[config.mk]
export PLATFORM = sky130hd
export DESIGN_NAME = csm_core_regs
export DESIGN_NICKNAME = d
export VERILOG_FILES = /design/src/rtl/csm_pkg.sv /design/src/rtl/csm_core_regs.sv /design/src/rtl/csm_clkdiv.sv
export SDC_FILE = /design/constraint.sdc
export NUM_CORES = 1
export LEC_CHECK = 0
export BUFFER_PORTS_ARGS = -buffer_cell sky130_fd_sc_hd__buf_2
export CAP_MARGIN = 20
export CELL_PAD_IN_SITES_DETAIL_PLACEMENT = 0
export CELL_PAD_IN_SITES_GLOBAL_PLACEMENT = 1
export CORE_AREA = 2 2 148 150
export CTS_CLUSTER_SIZE = 10
export DETAILED_ROUTE_END_ITERATION = 7
export DIE_AREA = 0 0 150 152
export GPL_TIMING_DRIVEN = 1
export PLACE_DENSITY = 0.78
export SLEW_MARGIN = 10
export SYNTH_ARGS = -nofsm -noshare
export SYNTH_HDL_FRONTEND = slang
export SYNTH_SLANG_ARGS = --single-unit
[constraint.sdc]
create_clock -name sys_clk -period 6.1 [get_ports sys_clk]
set_input_delay 0.305 -clock sys_clk [delete_from_list [all_inputs] [get_ports sys_clk]]
set_output_delay 0.305 -clock sys_clk [all_outputs]
set_load 0.01 [all_outputs]
[src/rtl/csm_pkg.sv]
// Functional notes
// - Push pre-decrements the chosen stack pointer; pop reads then post-increments.
// - Pop never writes the stack locations it reads.
// - Interrupt entry saves flags and PC on system stack; call saves PC only.
// - Internal system stack uses low pointer byte only; external uses high:low.
// - User stack pointer is a pair; internal stack uses only the low byte.
// - Only explicit user-stack instructions move the user stack pointer.
// - External stack accesses always go to data memory.
// - Mode register resets to 1110 0000.
// - System stack location bit: 1 register file, 0 external data memory.
// - User stack location bit uses the same encoding.
// - Oscillator halving bit divides the oscillator clock by two.
// - Three-bit prescaler divides the CPU clock by one to eight.
// - External bus request accepted only while bus-request enable is set.
// - Float bit floats multiplexed address/data lines only; clearing does nothing.
// - Flags saved on interrupt entry, restored on return; seven nested copies.
// - Carry from arithmetic, shifts, rotates; bit 7 or 15; set/clear/complement ops.
// - Zero flag set when result is zero, for a wider instruction group.
// - Sign flag copies result bit 7 or bit 15.
// - Overflow flag marks a signed result out of range.
// - Decimal-adjust flag records last operation was add or subtract.
// - Half-carry captures carry or borrow at bit 3 of byte add/sub.
// - Memory-select flag set by select-data, cleared by select-program; user flag explicit.
package csm_pkg;
    localparam logic [7:0] ADDR_FLAGS     = 8'he7;
    localparam logic [7:0] ADDR_MODE      = 8'heb;
    localparam logic [7:0] ADDR_USP_HIGH  = 8'hec;
    localparam logic [7:0] ADDR_USP_LOW   = 8'hed;
    localparam logic [7:0] ADDR_SSP_HIGH  = 8'hee;
    localparam logic [7:0] ADDR_SSP_LOW   = 8'hef;
    localparam logic [7:0] MODE_RESET     = 8'he0;
    localparam int         MODE_SSP_BIT   = 7;
    localparam int         MODE_USP_BIT   = 6;
    localparam int         MODE_HALVE_BIT = 5;
    localparam int         MODE_PRS_LSB   = 2;
    localparam int         MODE_BRQ_BIT   = 1;
    localparam int         MODE_FLOAT_BIT = 0;
    localparam int         FL_C  = 7;
    localparam int         FL_Z  = 6;
    localparam int         FL_S  = 5;
    localparam int         FL_V  = 4;
    localparam int         FL_DA = 3;
    localparam int         FL_H  = 2;
    localparam int         FL_UF = 1;
    localparam int         FL_DP = 0;
    localparam logic [7:0] FLAGS_RESET    = 8'h00;
    localparam int         NEST_DEPTH     = 7;
    // Stack operation codes
    typedef enum logic [2:0] {
        CSM_OP_NONE,
        CSM_OP_PUSH,
        CSM_OP_POP,
        CSM_OP_CALL,
        CSM_OP_INT,
        CSM_OP_RET,
        CSM_OP_IRET
    } csm_op_t;
    // Flag update operation codes
    typedef enum logic [3:0] {
        CSM_FOP_NONE,
        CSM_FOP_ADD,
        CSM_FOP_SUB,
        CSM_FOP_CMP,
        CSM_FOP_LOGIC,
        CSM_FOP_INCDEC,
        CSM_FOP_SHIFT,
        CSM_FOP_MULDIV,
        CSM_FOP_SCF,
        CSM_FOP_RCF,
        CSM_FOP_CCF,
        CSM_FOP_SDM,
        CSM_FOP_SPM
    } csm_fop_t;
endpackage : csm_pkg

[src/rtl/csm_core_regs.sv]
`timescale 1ns/1ps
module csm_core_regs (
    // Clock and reset
    input  wire logic              sys_clk,
    input  wire logic              nrst,
    // Register port
    input  wire logic [7:0]        reg_addr,
    input  wire logic [7:0]        reg_wdata,
    input  wire logic              reg_wr,
    input  wire logic              reg_rd,
    output logic [7:0]             reg_rdata,
    // Stack request from the sequencer
    input  wire csm_pkg::csm_op_t  stk_op,
    input  wire logic              stk_user,
    input  wire logic              stk_word,
    input  wire logic [15:0]       stk_wdata,
    // Stack memory access
    output logic                   mem_req,
    output logic                   mem_we,
    output logic [15:0]            mem_addr,
    output logic [15:0]            mem_wdata,
    output logic                   mem_word,
    output logic                   mem_internal,
    output logic                   mem_data_space,
    // Flag update from the ALU
    input  wire csm_pkg::csm_fop_t flag_op,
    input  wire logic              alu_word,
    input  wire logic [15:0]       alu_result,
    input  wire logic              alu_carry,
    input  wire logic              alu_ovf,
    input  wire logic              alu_half,
    input  wire logic              flag_restore,
    input  wire logic [7:0]        flag_restore_val,
    // Flags and mode outputs
    output logic [7:0]             flags_out,
    output logic                   data_space_sel,
    // Clocking
    input  wire logic              oscillator_input,
    output logic                   internal_clock,
    output logic                   cpu_clk_en,
    // Bus request and port float
    input  wire logic              bus_req_pin,
    output logic                   bus_req_grant,
    input  wire logic [7:0]        p0_addr_mux,
    input  wire logic [7:0]        p1_addr_mux,
    output logic [7:0]             p0_oe_mask,
    output logic [7:0]             p1_oe_mask,
    output logic [2:0]             nest_level
);
    typedef struct packed {
        logic [7:0]  mode;
        logic [7:0]  flags;
        logic [15:0] user_stack_internal;
        logic [15:0] ssp;
        logic [7:0]  rdata;
        logic        req;
        logic        we;
        logic [15:0] addr;
        logic [15:0] wdata;
        logic        word;
        logic        internal;
        logic        dspace;
        logic [1:0]  osc_sync;
        logic        osc_prev;
        logic        halve_tgl;
        logic        clk_en;
        logic        int_en;
        logic [1:0]  brq_sync;
        logic        brq_grant;
        logic [7:0]  p0_mask;
        logic [7:0]  p1_mask;
        logic [2:0]  nest;
    } csm_st_t;
    csm_st_t st_reg;
    csm_st_t st_next;
    logic    osc_en;
    logic    div_en;

    csm_clkdiv u_div (
        .sys_clk  (sys_clk),
        .nrst     (nrst),
        .en_in    (osc_en),
        .ratio_m1 (st_reg.mode[csm_pkg::MODE_PRS_LSB +: 3]),
        .en_out   (div_en)
    );

    always_comb begin
        logic        is_user;
        logic        is_int;
        logic        push;
        logic        pop;
        logic [15:0] sp;
        logic [15:0] step;
        logic [15:0] res;
        logic        msb;
        logic        zero;
        logic [7:0]  f;
        is_user = 1'b0;
        is_int = 1'b0;
        push = 1'b0;
        pop = 1'b0;
        sp = 16'h0000;
        step = 16'h0000;
        res = 16'h0000;
        msb = 1'b0;
        zero = 1'b0;
        f = 8'h00;
        st_next = st_reg;
        st_next.req = 1'b0;
        st_next.we = 1'b0;
        // Oscillator edge sampling and halving
        st_next.osc_sync = {st_reg.osc_sync[0], oscillator_input};
        st_next.osc_prev = st_reg.osc_sync[1];
        osc_en = 1'b0;
        if (st_reg.osc_sync[1] && !st_reg.osc_prev) begin
            if (st_reg.mode[csm_pkg::MODE_HALVE_BIT]) begin
                st_next.halve_tgl = !st_reg.halve_tgl;
                osc_en = st_reg.halve_tgl;
            end else begin
                osc_en = 1'b1;
            end
        end
        // Internal clock runs at the (optionally halved) oscillator rate
        st_next.int_en = osc_en;
        st_next.clk_en = div_en;
        // Bus request gating
        st_next.brq_sync = {st_reg.brq_sync[0], bus_req_pin};
        st_next.brq_grant = st_reg.brq_sync[1] && st_reg.mode[csm_pkg::MODE_BRQ_BIT];
        // Float only the multiplexed address/data lines
        if (st_reg.mode[csm_pkg::MODE_FLOAT_BIT]) begin
            st_next.p0_mask = p0_addr_mux;
            st_next.p1_mask = p1_addr_mux;
        end else begin
            st_next.p0_mask = 8'h00;
            st_next.p1_mask = 8'h00;
        end
        // Stack operations
        is_int = (stk_op == csm_pkg::CSM_OP_INT) || (stk_op == csm_pkg::CSM_OP_IRET);
        push = (stk_op == csm_pkg::CSM_OP_PUSH) || (stk_op == csm_pkg::CSM_OP_CALL)
            || (stk_op == csm_pkg::CSM_OP_INT);
        pop = (stk_op == csm_pkg::CSM_OP_POP) || (stk_op == csm_pkg::CSM_OP_RET)
            || (stk_op == csm_pkg::CSM_OP_IRET);
        // Calls and interrupts always use the system stack
        is_user = stk_user && ((stk_op == csm_pkg::CSM_OP_PUSH)
            || (stk_op == csm_pkg::CSM_OP_POP));
        sp = is_user ? st_reg.user_stack_internal : st_reg.ssp;
        st_next.internal = is_user ? st_reg.mode[csm_pkg::MODE_USP_BIT]
                                   : st_reg.mode[csm_pkg::MODE_SSP_BIT];
        // Interrupt frame is flags plus PC: three bytes; calls move PC only
        step = (is_int) ? 16'h0003 : ((stk_word || stk_op == csm_pkg::CSM_OP_CALL
            || stk_op == csm_pkg::CSM_OP_RET) ? 16'h0002 : 16'h0001);
        if (push) begin
            sp = sp - step;
        end
        if (st_next.internal) begin
            sp[15:8] = is_user ? st_reg.user_stack_internal[15:8] : st_reg.ssp[15:8];
        end
        if (push || pop) begin
            st_next.req = 1'b1;
            st_next.we = push;
            st_next.addr = st_next.internal ? {8'h00, sp[7:0]} : sp;
            st_next.dspace = !st_next.internal
                || st_reg.flags[csm_pkg::FL_DP];
            st_next.word = stk_word || (stk_op != csm_pkg::CSM_OP_PUSH
                && stk_op != csm_pkg::CSM_OP_POP);
            st_next.wdata = (stk_op == csm_pkg::CSM_OP_INT)
                ? {st_reg.flags, stk_wdata[7:0]} : stk_wdata;
            if (pop) begin
                sp = sp + step;
            end
            if (st_next.internal) begin
                sp[15:8] = is_user ? st_reg.user_stack_internal[15:8] : st_reg.ssp[15:8];
            end
            if (is_user) begin
                st_next.user_stack_internal = sp;
            end else begin
                st_next.ssp = sp;
            end
        end
        // Nesting depth of saved flag copies
        if (stk_op == csm_pkg::CSM_OP_INT && st_reg.nest < 3'(csm_pkg::NEST_DEPTH)) begin
            st_next.nest = st_reg.nest + 3'h1;
        end else if (stk_op == csm_pkg::CSM_OP_IRET && st_reg.nest != 3'h0) begin
            st_next.nest = st_reg.nest - 3'h1;
        end
        // Flag updates
        f = st_reg.flags;
        res = alu_result;
        msb = alu_word ? res[15] : res[7];
        zero = alu_word ? (res == 16'h0000) : (res[7:0] == 8'h00);
        case (flag_op)
            csm_pkg::CSM_FOP_ADD, csm_pkg::CSM_FOP_SUB, csm_pkg::CSM_FOP_CMP: begin
                f[csm_pkg::FL_C] = alu_carry;
                f[csm_pkg::FL_Z] = zero;
                f[csm_pkg::FL_S] = msb;
                f[csm_pkg::FL_V] = alu_ovf;
                if (flag_op != csm_pkg::CSM_FOP_CMP) begin
                    f[csm_pkg::FL_DA] = (flag_op == csm_pkg::CSM_FOP_SUB);
                    if (!alu_word) begin
                        f[csm_pkg::FL_H] = alu_half;
                    end
                end
            end
            csm_pkg::CSM_FOP_SHIFT, csm_pkg::CSM_FOP_MULDIV: begin
                f[csm_pkg::FL_C] = alu_carry;
                f[csm_pkg::FL_Z] = zero;
                f[csm_pkg::FL_S] = msb;
                f[csm_pkg::FL_V] = alu_ovf;
            end
            csm_pkg::CSM_FOP_LOGIC, csm_pkg::CSM_FOP_INCDEC: begin
                f[csm_pkg::FL_Z] = zero;
                f[csm_pkg::FL_S] = msb;
                f[csm_pkg::FL_V] = alu_ovf;
            end
            csm_pkg::CSM_FOP_SCF: f[csm_pkg::FL_C] = 1'b1;
            csm_pkg::CSM_FOP_RCF: f[csm_pkg::FL_C] = 1'b0;
            csm_pkg::CSM_FOP_CCF: f[csm_pkg::FL_C] = !st_reg.flags[csm_pkg::FL_C];
            csm_pkg::CSM_FOP_SDM: f[csm_pkg::FL_DP] = 1'b1;
            csm_pkg::CSM_FOP_SPM: f[csm_pkg::FL_DP] = 1'b0;
            default: f = st_reg.flags;
        endcase
        if (flag_restore) begin
            f = flag_restore_val;
        end
        st_next.flags = f;
        // Software writes take priority over hardware updates
        if (reg_wr) begin
            case (reg_addr)
                csm_pkg::ADDR_FLAGS:    st_next.flags = reg_wdata;
                csm_pkg::ADDR_MODE:     st_next.mode = reg_wdata;
                csm_pkg::ADDR_USP_HIGH: st_next.user_stack_internal[15:8] = reg_wdata;
                csm_pkg::ADDR_USP_LOW:  st_next.user_stack_internal[7:0] = reg_wdata;
                csm_pkg::ADDR_SSP_HIGH: st_next.ssp[15:8] = reg_wdata;
                csm_pkg::ADDR_SSP_LOW:  st_next.ssp[7:0] = reg_wdata;
                default: st_next.rdata = st_reg.rdata;
            endcase
        end
        st_next.rdata = 8'h00;
        if (reg_rd) begin
            case (reg_addr)
                csm_pkg::ADDR_FLAGS:    st_next.rdata = st_reg.flags;
                csm_pkg::ADDR_MODE:     st_next.rdata = st_reg.mode;
                csm_pkg::ADDR_USP_HIGH: st_next.rdata = st_reg.user_stack_internal[15:8];
                csm_pkg::ADDR_USP_LOW:  st_next.rdata = st_reg.user_stack_internal[7:0];
                csm_pkg::ADDR_SSP_HIGH: st_next.rdata = st_reg.ssp[15:8];
                csm_pkg::ADDR_SSP_LOW:  st_next.rdata = st_reg.ssp[7:0];
                default:                st_next.rdata = 8'h00;
            endcase
        end
    end

    always_ff @(posedge sys_clk) begin
        if (!nrst) begin
            st_reg       <= '0;
            st_reg.mode  <= csm_pkg::MODE_RESET;
            st_reg.flags <= csm_pkg::FLAGS_RESET;
        end else begin
            st_reg <= st_next;
        end
    end

    assign reg_rdata      = st_reg.rdata;
    assign mem_req        = st_reg.req;
    assign mem_we         = st_reg.we;
    assign mem_addr       = st_reg.addr;
    assign mem_wdata      = st_reg.wdata;
    assign mem_word       = st_reg.word;
    assign mem_internal   = st_reg.internal;
    assign mem_data_space = st_reg.dspace;
    assign flags_out      = st_reg.flags;
    assign data_space_sel = st_reg.flags[csm_pkg::FL_DP];
    assign internal_clock = st_reg.int_en;
    assign cpu_clk_en     = st_reg.clk_en;
    assign bus_req_grant  = st_reg.brq_grant;
    assign p0_oe_mask     = st_reg.p0_mask;
    assign p1_oe_mask     = st_reg.p1_mask;
    assign nest_level     = st_reg.nest;

    AST_MODE_RESET: assert property (@(posedge sys_clk)
        $rose(nrst) |-> st_reg.mode == 8'he0) else $error("mode reset wrong");
    AST_BRQ_GATE: assert property (@(posedge sys_clk) disable iff (!nrst)
        bus_req_grant |-> $past(st_reg.mode[1])) else $error("grant while disabled");
    AST_POP_NO_WRITE: assert property (@(posedge sys_clk) disable iff (!nrst)
        (stk_op == csm_pkg::CSM_OP_POP) |=> mem_req && !mem_we) else $error("pop wrote");
    AST_EXT_DATA: assert property (@(posedge sys_clk) disable iff (!nrst)
        mem_req && !mem_internal |-> mem_data_space) else $error("ext stack not data");
    AST_SDM: assert property (@(posedge sys_clk) disable iff (!nrst || reg_wr || flag_restore)
        flag_op == csm_pkg::CSM_FOP_SDM |=> flags_out[0]) else $error("sdm failed");
    AST_FLOAT_OFF: assert property (@(posedge sys_clk) disable iff (!nrst)
        !st_reg.mode[0] |=> p0_oe_mask == 8'h00) else $error("float while clear");
    AST_NEST_MAX: assert property (@(posedge sys_clk) disable iff (!nrst)
        stk_op == csm_pkg::CSM_OP_INT && nest_level == 3'h7 |=> nest_level == 3'h7)
        else $error("nest overflow");
    AST_PUSH_PREDEC: assert property (@(posedge sys_clk) disable iff (!nrst || reg_wr)
        stk_op == csm_pkg::CSM_OP_PUSH && !stk_user && !stk_word && !st_reg.mode[7]
        |=> mem_addr == $past(st_reg.ssp) - 16'h0001) else $error("push not predecremented");
endmodule // csm_core_regs

[src/rtl/csm_clkdiv.sv]
`timescale 1ns/1ps
// Enable divider: one pulse every (ratio) input enables
module csm_clkdiv (
    // Clock and reset
    input  wire logic       sys_clk,
    input  wire logic       nrst,
    // Control
    input  wire logic       en_in,
    input  wire logic [2:0] ratio_m1,
    // Output enable
    output logic            en_out
);
    typedef struct packed {
        logic [2:0] cnt;
        logic       pulse;
    } csm_div_st_t;
    csm_div_st_t st_reg;
    csm_div_st_t st_next;

    always_comb begin
        st_next = st_reg;
        st_next.pulse = 1'b0;
        if (en_in) begin
            if (st_reg.cnt >= ratio_m1) begin
                st_next.cnt = 3'h0;
                st_next.pulse = 1'b1;
            end else begin
                st_next.cnt = st_reg.cnt + 3'h1;
            end
        end
    end

    always_ff @(posedge sys_clk) begin
        if (!nrst) begin
            st_reg <= '0;
        end else begin
            st_reg <= st_next;
        end
    end

    assign en_out = st_reg.pulse;
endmodule // csm_clkdiv

# Yosys cells after proc, flatten, opt, wreduce, memory -nomap -nowiden
# Index checks and enable logic that the tools add are counted.
[totals] ff_bits=125 input_bits=92 out_inout_bits=76 elab_cells=129
[op_classes] add_sub_neg=5 n_lt_le_gt_ge=2 eq_ne=27 muxes=37 reduce_logical=34
[op_table] cell="two-way mux 16 bit" n=7
[op_table] cell="two-way mux 8 bit" n=9
[op_table] cell="equality test 8 bit (second input constant)" n=6
[op_table] cell="two-way mux 48 bit" n=1
[op_table] cell="case mux 8 bit (6 select lines)" n=1
[op_table] cell="two-way mux 35 bit" n=1
[op_table] cell="two-way mux 32 bit" n=1
[op_table] cell="equality test 4 bit (second input constant)" n=5
[op_table] cell="adder 16 x 2 -> 16 bit" n=1
[op_table] cell="equality test 4 x 3 -> 1 bit (second input constant)" n=4
[op_table] cell="logical NOT 16 bit" n=1
[op_table] cell="subtractor 16 x 2 -> 16 bit" n=1
[op_table] cell="two-way mux 3 bit" n=4
[op_table] cell="AND reduction 2 bit" n=6
[op_table] cell="logical OR 1 bit" n=11
[op_table] cell="equality test 3 bit (second input constant)" n=3
[op_table] cell="equality test 4 x 2 -> 1 bit (second input constant)" n=2
[op_table] cell="logical NOT 8 bit" n=1
[op_table] cell="two-way mux 2 bit" n=4
[op_table] cell="two-way mux 1 bit" n=7
[op_table] cell="OR reduction 7 bit" n=1
[op_table] cell="adder 3 x 1 -> 3 bit (second input constant)" n=2
[op_table] cell="equality test 3 x 2 -> 1 bit (second input constant)" n=2
[op_table] cell="logical AND 1 bit" n=6
[op_table] cell="other kinds (15)" n=18

# Longest topological paths before layout
[logic_depth] word_depth=15 mapped_depth=21 mapped_depth_nobuf=18

# Cells and area by module
# From an unflattened synthesis, not the netlist that was laid out.
[unflattened] hier_cells=894 hier_area_um2=7191.9
[by_module_without_submodules] mod="csm_core_regs" instances=1 cells_each=867 area_per_inst_um2=6929.1 seq_area_each_um2=2422.3
[by_module_without_submodules] mod="csm_clkdiv" instances=1 cells_each=27 area_per_inst_um2=262.8 seq_area_each_um2=80.1

# Worst setup path after synthesis
# Ideal clock, no wire load.
[synth_timing] kind="input port to flip-flop" startpoint="input port stk_op[0]" endpoint="register st_reg[103] (netlist name)" setup_ps=135 arrival_time_ps=3836 t_required_ps=5965 path_slack_ps=2129 cell_stages=18 path_buffers=3 cell_sequence="buf_4 > xor2_2 > nand2_1 > buf_2 > buf_1 > mux2i_1 > ha_1 > inv_1 > ha_1 > a21oi_1 > a2bb2oi_2 > nor4b_1 > xor2_1 > a211oi_2 > nand4_1 > o21a_1 > nor3_2 > o32ai_2"
[synth_via] elab_chain_cells=15 elab_cells_between_ends=31 cone_classes="2 x add/sub; 6 x eq/ne; 13 x mux; 10 x reduce/logical"
[synth_rtl] item="from (decl)" line_no="csm_core_regs.sv:13" text="input wire csm_pkg::csm_op_t stk_op,"
[synth_rtl] item="equality test 3 x 2 -> 1 bit" line_no="csm_core_regs.sv:139, csm_core_regs.sv:150"
[synth_rtl] item="logical OR 1 bit" line_no="csm_core_regs.sv:150" text="step = (is_int) ? 16'h0003 : ((stk_word || stk_op == csm_pkg::CSM_OP_CALL"
[synth_rtl] item="logical OR 1 bit" line_no="csm_core_regs.sv:151" text="|| stk_op == csm_pkg::CSM_OP_RET) ? 16'h0002 : 16'h0001);"
[synth_rtl] item="two-way mux 2 bit" line_no="csm_core_regs.sv:151"
[synth_rtl] item="two-way mux 2 bit" line_no="csm_core_regs.sv:150"
[synth_rtl] item="subtractor 16 x 2 -> 16 bit" line_no="csm_core_regs.sv:153" text="sp = sp - step;"
[synth_rtl] item="two-way mux 16 bit" line_no="csm_core_regs.sv:152" text="if (push) begin"
[synth_rtl] item="two-way mux 8 bit" line_no="csm_core_regs.sv:155" text="if (st_next.internal) begin"
[synth_rtl] item="adder 16 x 2 -> 16 bit" line_no="csm_core_regs.sv:169" text="sp = sp + step;"
[synth_rtl] item="two-way mux 16 bit" line_no="csm_core_regs.sv:168" text="if (pop) begin"
[synth_rtl] item="two-way mux 8 bit" line_no="csm_core_regs.sv:171" text="if (st_next.internal) begin"
[synth_rtl] item="two-way mux 16 bit" line_no="csm_core_regs.sv:174" text="if (is_user) begin"
[synth_rtl] item="two-way mux 32 bit (*)" line_no="csm_core_regs.sv:158" text="if (push || pop) begin"
[synth_rtl] item="two-way mux 8 bit" line_no="csm_core_regs.sv:228" text="case (reg_addr)"
[synth_rtl] item="two-way mux 48 bit (*)" line_no="csm_core_regs.sv:227" text="if (reg_wr) begin"
[synth_rtl] item="to (signal assigned)" line_no="csm_core_regs.sv:258" text="st_reg <= st_next;"
[synth_rtl] item="to (decl)" line_no="csm_core_regs.sv:74" text="csm_st_t st_reg;"
# Every way passes the cells marked *; elsewhere a longest branch is shown, timed or not.
# A chain may end at the register's enable or synchronous reset.

# Final worst setup path
[layout_timing] startpoint="input port stk_op[1]" endpoint="register st_reg[103] (netlist name)"
# The elaborated chain is that of the path after synthesis.

==> flow_summary.yaml <==
die:
  die_area_mm2: 0.0228
  num_rows: 54
  die_y_um: 152
  die_w_um: 150
  initial_core_util_pct: 34.2
  ios: 168
  core-area_mm2: 0.0214
route:
  ant_nets: 0
  drtIter0Drc: 552
  drcViolationCount: 0
  dr_total_vias: 6681
  wl_um: 21800
  routed_via_density: 5.22
  drt-wirelength-per-cell_um: 17.1
  drtPass1Iterations: 4
synthesis:
  synth_xor_area_share_pct: 3.93
  synth_compound_area_share_pct: 19.5
  synth_fa_ha_area_share_pct: 1.78
  ys_warn_count: 0
  ys_types: 79
  syn_inst: 910
  synthMuxAreaShare_pct: 6.83
  ys_ff_latch: 125
  ys_seq_area_share_pct: 34.3
  syn_nets: 1011
  syn-cell-area_mm2: 0.00729
  synth_top_family_by_area: "simple AND/OR/NAND/NOR gates"
  synth-edff-count: 0
  synth-main-ff-cell: "dfxtp_1"
  postSynthAreaPerCell_um2: 8.01
  synth-simple-area-share_pct: 23.5
  ys_async_sr_fraction_pct: 0
timing:
  min_period_over_period_pct: 70.4
  setup_tns_ps: 0
  skew_ps: 9.05
  tightest_slew_ps: 1070
  fmax_mhz: 233
  hold_viol: 0
  drv_slew: 0
  rsz0062_at_grt: "false"
  period_minus_slack_ps: 4300
  max_slew_margin_pct: 28.6
  fin_ws_ps: 1800
  finalSetupViolCount: 0
critical_path:
  cp_data_arrival_time_ps: 4590
  r2r_slack_ps: 2570
  required_ps: 6400
  rr_worst_depth: 14
  r2r-end: "st_reg[103]$_SDFF_PN0_"
  cp_slowest_cell: "nand2_1"
  cp_max_fo: 20
  worst_setup_path_start_kind: "input pin"
  cp_cell_sequence: "buf_2 -> xor2_2 -> nand2_1 -> mux2i_1 -> ha_1 -> inv_1 -> ha_1 -> a21oi_1 -> a2bb2oi_2 -> nor4b_1 -> xor2_1 -> a211oi_2 -> nand4_1 -> o21a_1 -> nor3_2 -> o32ai_2"
  r2r-start: "st_reg[90]$_SDFF_PN0_"
  cp-startpoint: "stk_op[1]"
  crit_family: "simple AND/OR/NAND/NOR gates"
  crit_path_end_kind: "register"
  max_stage_delay_ps: 570
  crit_buf_inv: 2
  path_class: "input pin to register"
  crit_top_cell: "ha_1"
run_status:
  status: "completed"
cts:
  cts_resized: 0
  cts_buffers: 17
  cts_tree: "built"
  cts.path.max_buffers: 2
  htreeDepth: 4
  cts.sinks: 125
  clk_pin_slew_ps: 70
  cts-root-buf: "clkbuf_16"
  worstSkewPairLatency_ps: 430
  cts-hold-fix-buffers: 0
  cts_setup_buffers: 0
hold_path:
  hold_class: "input pin to register"
  hold_start: "bus_req_pin"
  holdPathEnd: "st_next[21]$_SDFF_PN0_"
  min_path_cells: 2
job:
  max_cap_violations: 0
finish:
  n_fill_cell: 2223
  largest_reg_flops: 43
  final_util_pct: 39.4
  finalNetCount: 1087
  register_area_mm2: 0.00250
  final_cell_mix: "167 x buf_2, 125 x dfxtp_1, 123 x nand2_1"
  final_cells: 1279
  drive_gt1_share_pct: 23.3
  antenna_cells: 0
  area_delta_synth_final_pct: 15.2
  layout_commonest_cell: "buf_2"
  multiInputGateArea_mm2: 0.00405
global_route:
  grt_pass1_wl_um: 34100
  grt.overflow.total: 0
  grtUsageTotal_pct: 19.0
  antenna_found_initial: 0
  grt_max_degree: 73
  grt_pass1_vias: 6203
power_and_ir_drop:
  ir_drop_mv: 0.161
  leakage_nw: 3.47
  power.density_mw_per_mm2: 266
placement:
  place_inst: 1247
  place_ws_ps: 1400
  hpwl_um: 15800
  place_congestion: 0.877
  portBuffers: 167
## kinds of logic (layout without fill, tap and decap cells)
group,after synthesis,count (layout)
and+or+nand+nor,354,354
DFF,125,125
xor gates and xnor gates,31,31
adders and majority gates,10,10
muxes,48,48
AOI/OAI and AO/OA,214,214
buffers and inverters,128,217
## metal layers
| metal | vias to the layer above | global-route usage, % | wire, um | share of wire, % |
|---|---|---|---|---|
| met5 | - | 0 | 0 | 0 |
| met4 | 0 | 6.24 | 438 | 2.0 |
| met3 | 29 | 4.29 | 1230 | 5.6 |
| met2 | 189 | 30.7 | 10300 | 47 |
| met1 | 3162 | 24.9 | 9810 | 45 |
| li1 | 3301 | - | - | - |
## metrics by stage
step / hold slack, ps / area (um^2) / total power [mW]
2_1_floorplan: 412 / 7290 / 1.16
3_3_place_gp: 418 / 7840 / 1.26
5_1_grt: 68.3 / 8400 / 2.33
3_5_place_dp: 420 / 7840 / 1.26
6_report: 76.2 / 8400 / 2.23
4_1_cts: 63.6 / 8400 / 2.25
## report_power, final
part	switching [mW]	leakage (nW)	internal (mW)
logic	0.222	2.17	0.137
registers	0.0345	1.02	0.853
clock network	0.443	0.277	0.541
total	0.700	3.47	1.53
## synth_stat cells (2+ instances only)
master | n | area (um^2)
buf_2 | 3 | 15.0
a21o_1 | 3 | 22.5
a211o_1 | 5 | 43.8
a311oi_1 | 5 | 43.8
o211ai_1 | 5 | 37.5
o21ai_1 | 4 | 20.0
nand3_1 | 34 | 170
nor3_2 | 3 | 30.0
a22oi_1 | 13 | 97.6
a211oi_1 | 24 | 180
inv_1 | 10 | 37.5
mux2i_1 | 45 | 450
nor4b_1 | 3 | 26.3
o22ai_1 | 8 | 50.1
a211oi_2 | 2 | 25.0
nor2_1 | 84 | 315
nand2b_1 | 11 | 68.8
a21oi_1 | 72 | 360
nand4_1 | 5 | 31.3
nor4_1 | 6 | 37.5
nor2b_1 | 8 | 50.1
xor2_1 | 12 | 105
o21a_1 | 3 | 22.5
xnor2_1 | 17 | 149
nor3_1 | 9 | 45.0
a21boi_0 | 3 | 22.5
or3b_1 | 2 | 17.5
buf_1 | 4 | 15.0
o21ai_0 | 33 | 165
and3_1 | 22 | 138
buf_4 | 69 | 518
nor3b_1 | 3 | 22.5
ha_1 | 8 | 100
dfxtp_1 | 125 | 2500
nand2_1 | 123 | 462
nand3b_1 | 2 | 15.0
or3_1 | 7 | 43.8
or4_1 | 2 | 15.0
a31oi_1 | 15 | 93.8
clkbuf_1 | 40 | 150
nand4b_1 | 2 | 17.5
and2_1 | 19 | 119
## area by class of cell
cell class	instances	share of cell area [%]
clock buffers	17	5.06
clock inverters	15	1.70
inverters	11	0.491
multi-input cells	657	48.2
flip-flops and latches	125	29.8
well taps	280	4.17
repair buffers	174	10.6
## worst max-delay path by stage
stage                        endpoint  slack (ps)  cells past startpoint
6_report       st_reg[103]$_SDFF_PN0_        1800                     16
5_1_grt        st_reg[103]$_SDFF_PN0_        1420                     16
4_1_cts        st_reg[103]$_SDFF_PN0_        1840                     16
3_5_place_dp   st_reg[103]$_SDFF_PN0_        1400                     16
3_3_place_gp   st_reg[103]$_SDFF_PN0_        1600                     19
2_1_floorplan  st_reg[103]$_SDFF_PN0_        2130                     18
Power figures use the tool's default switching activity.
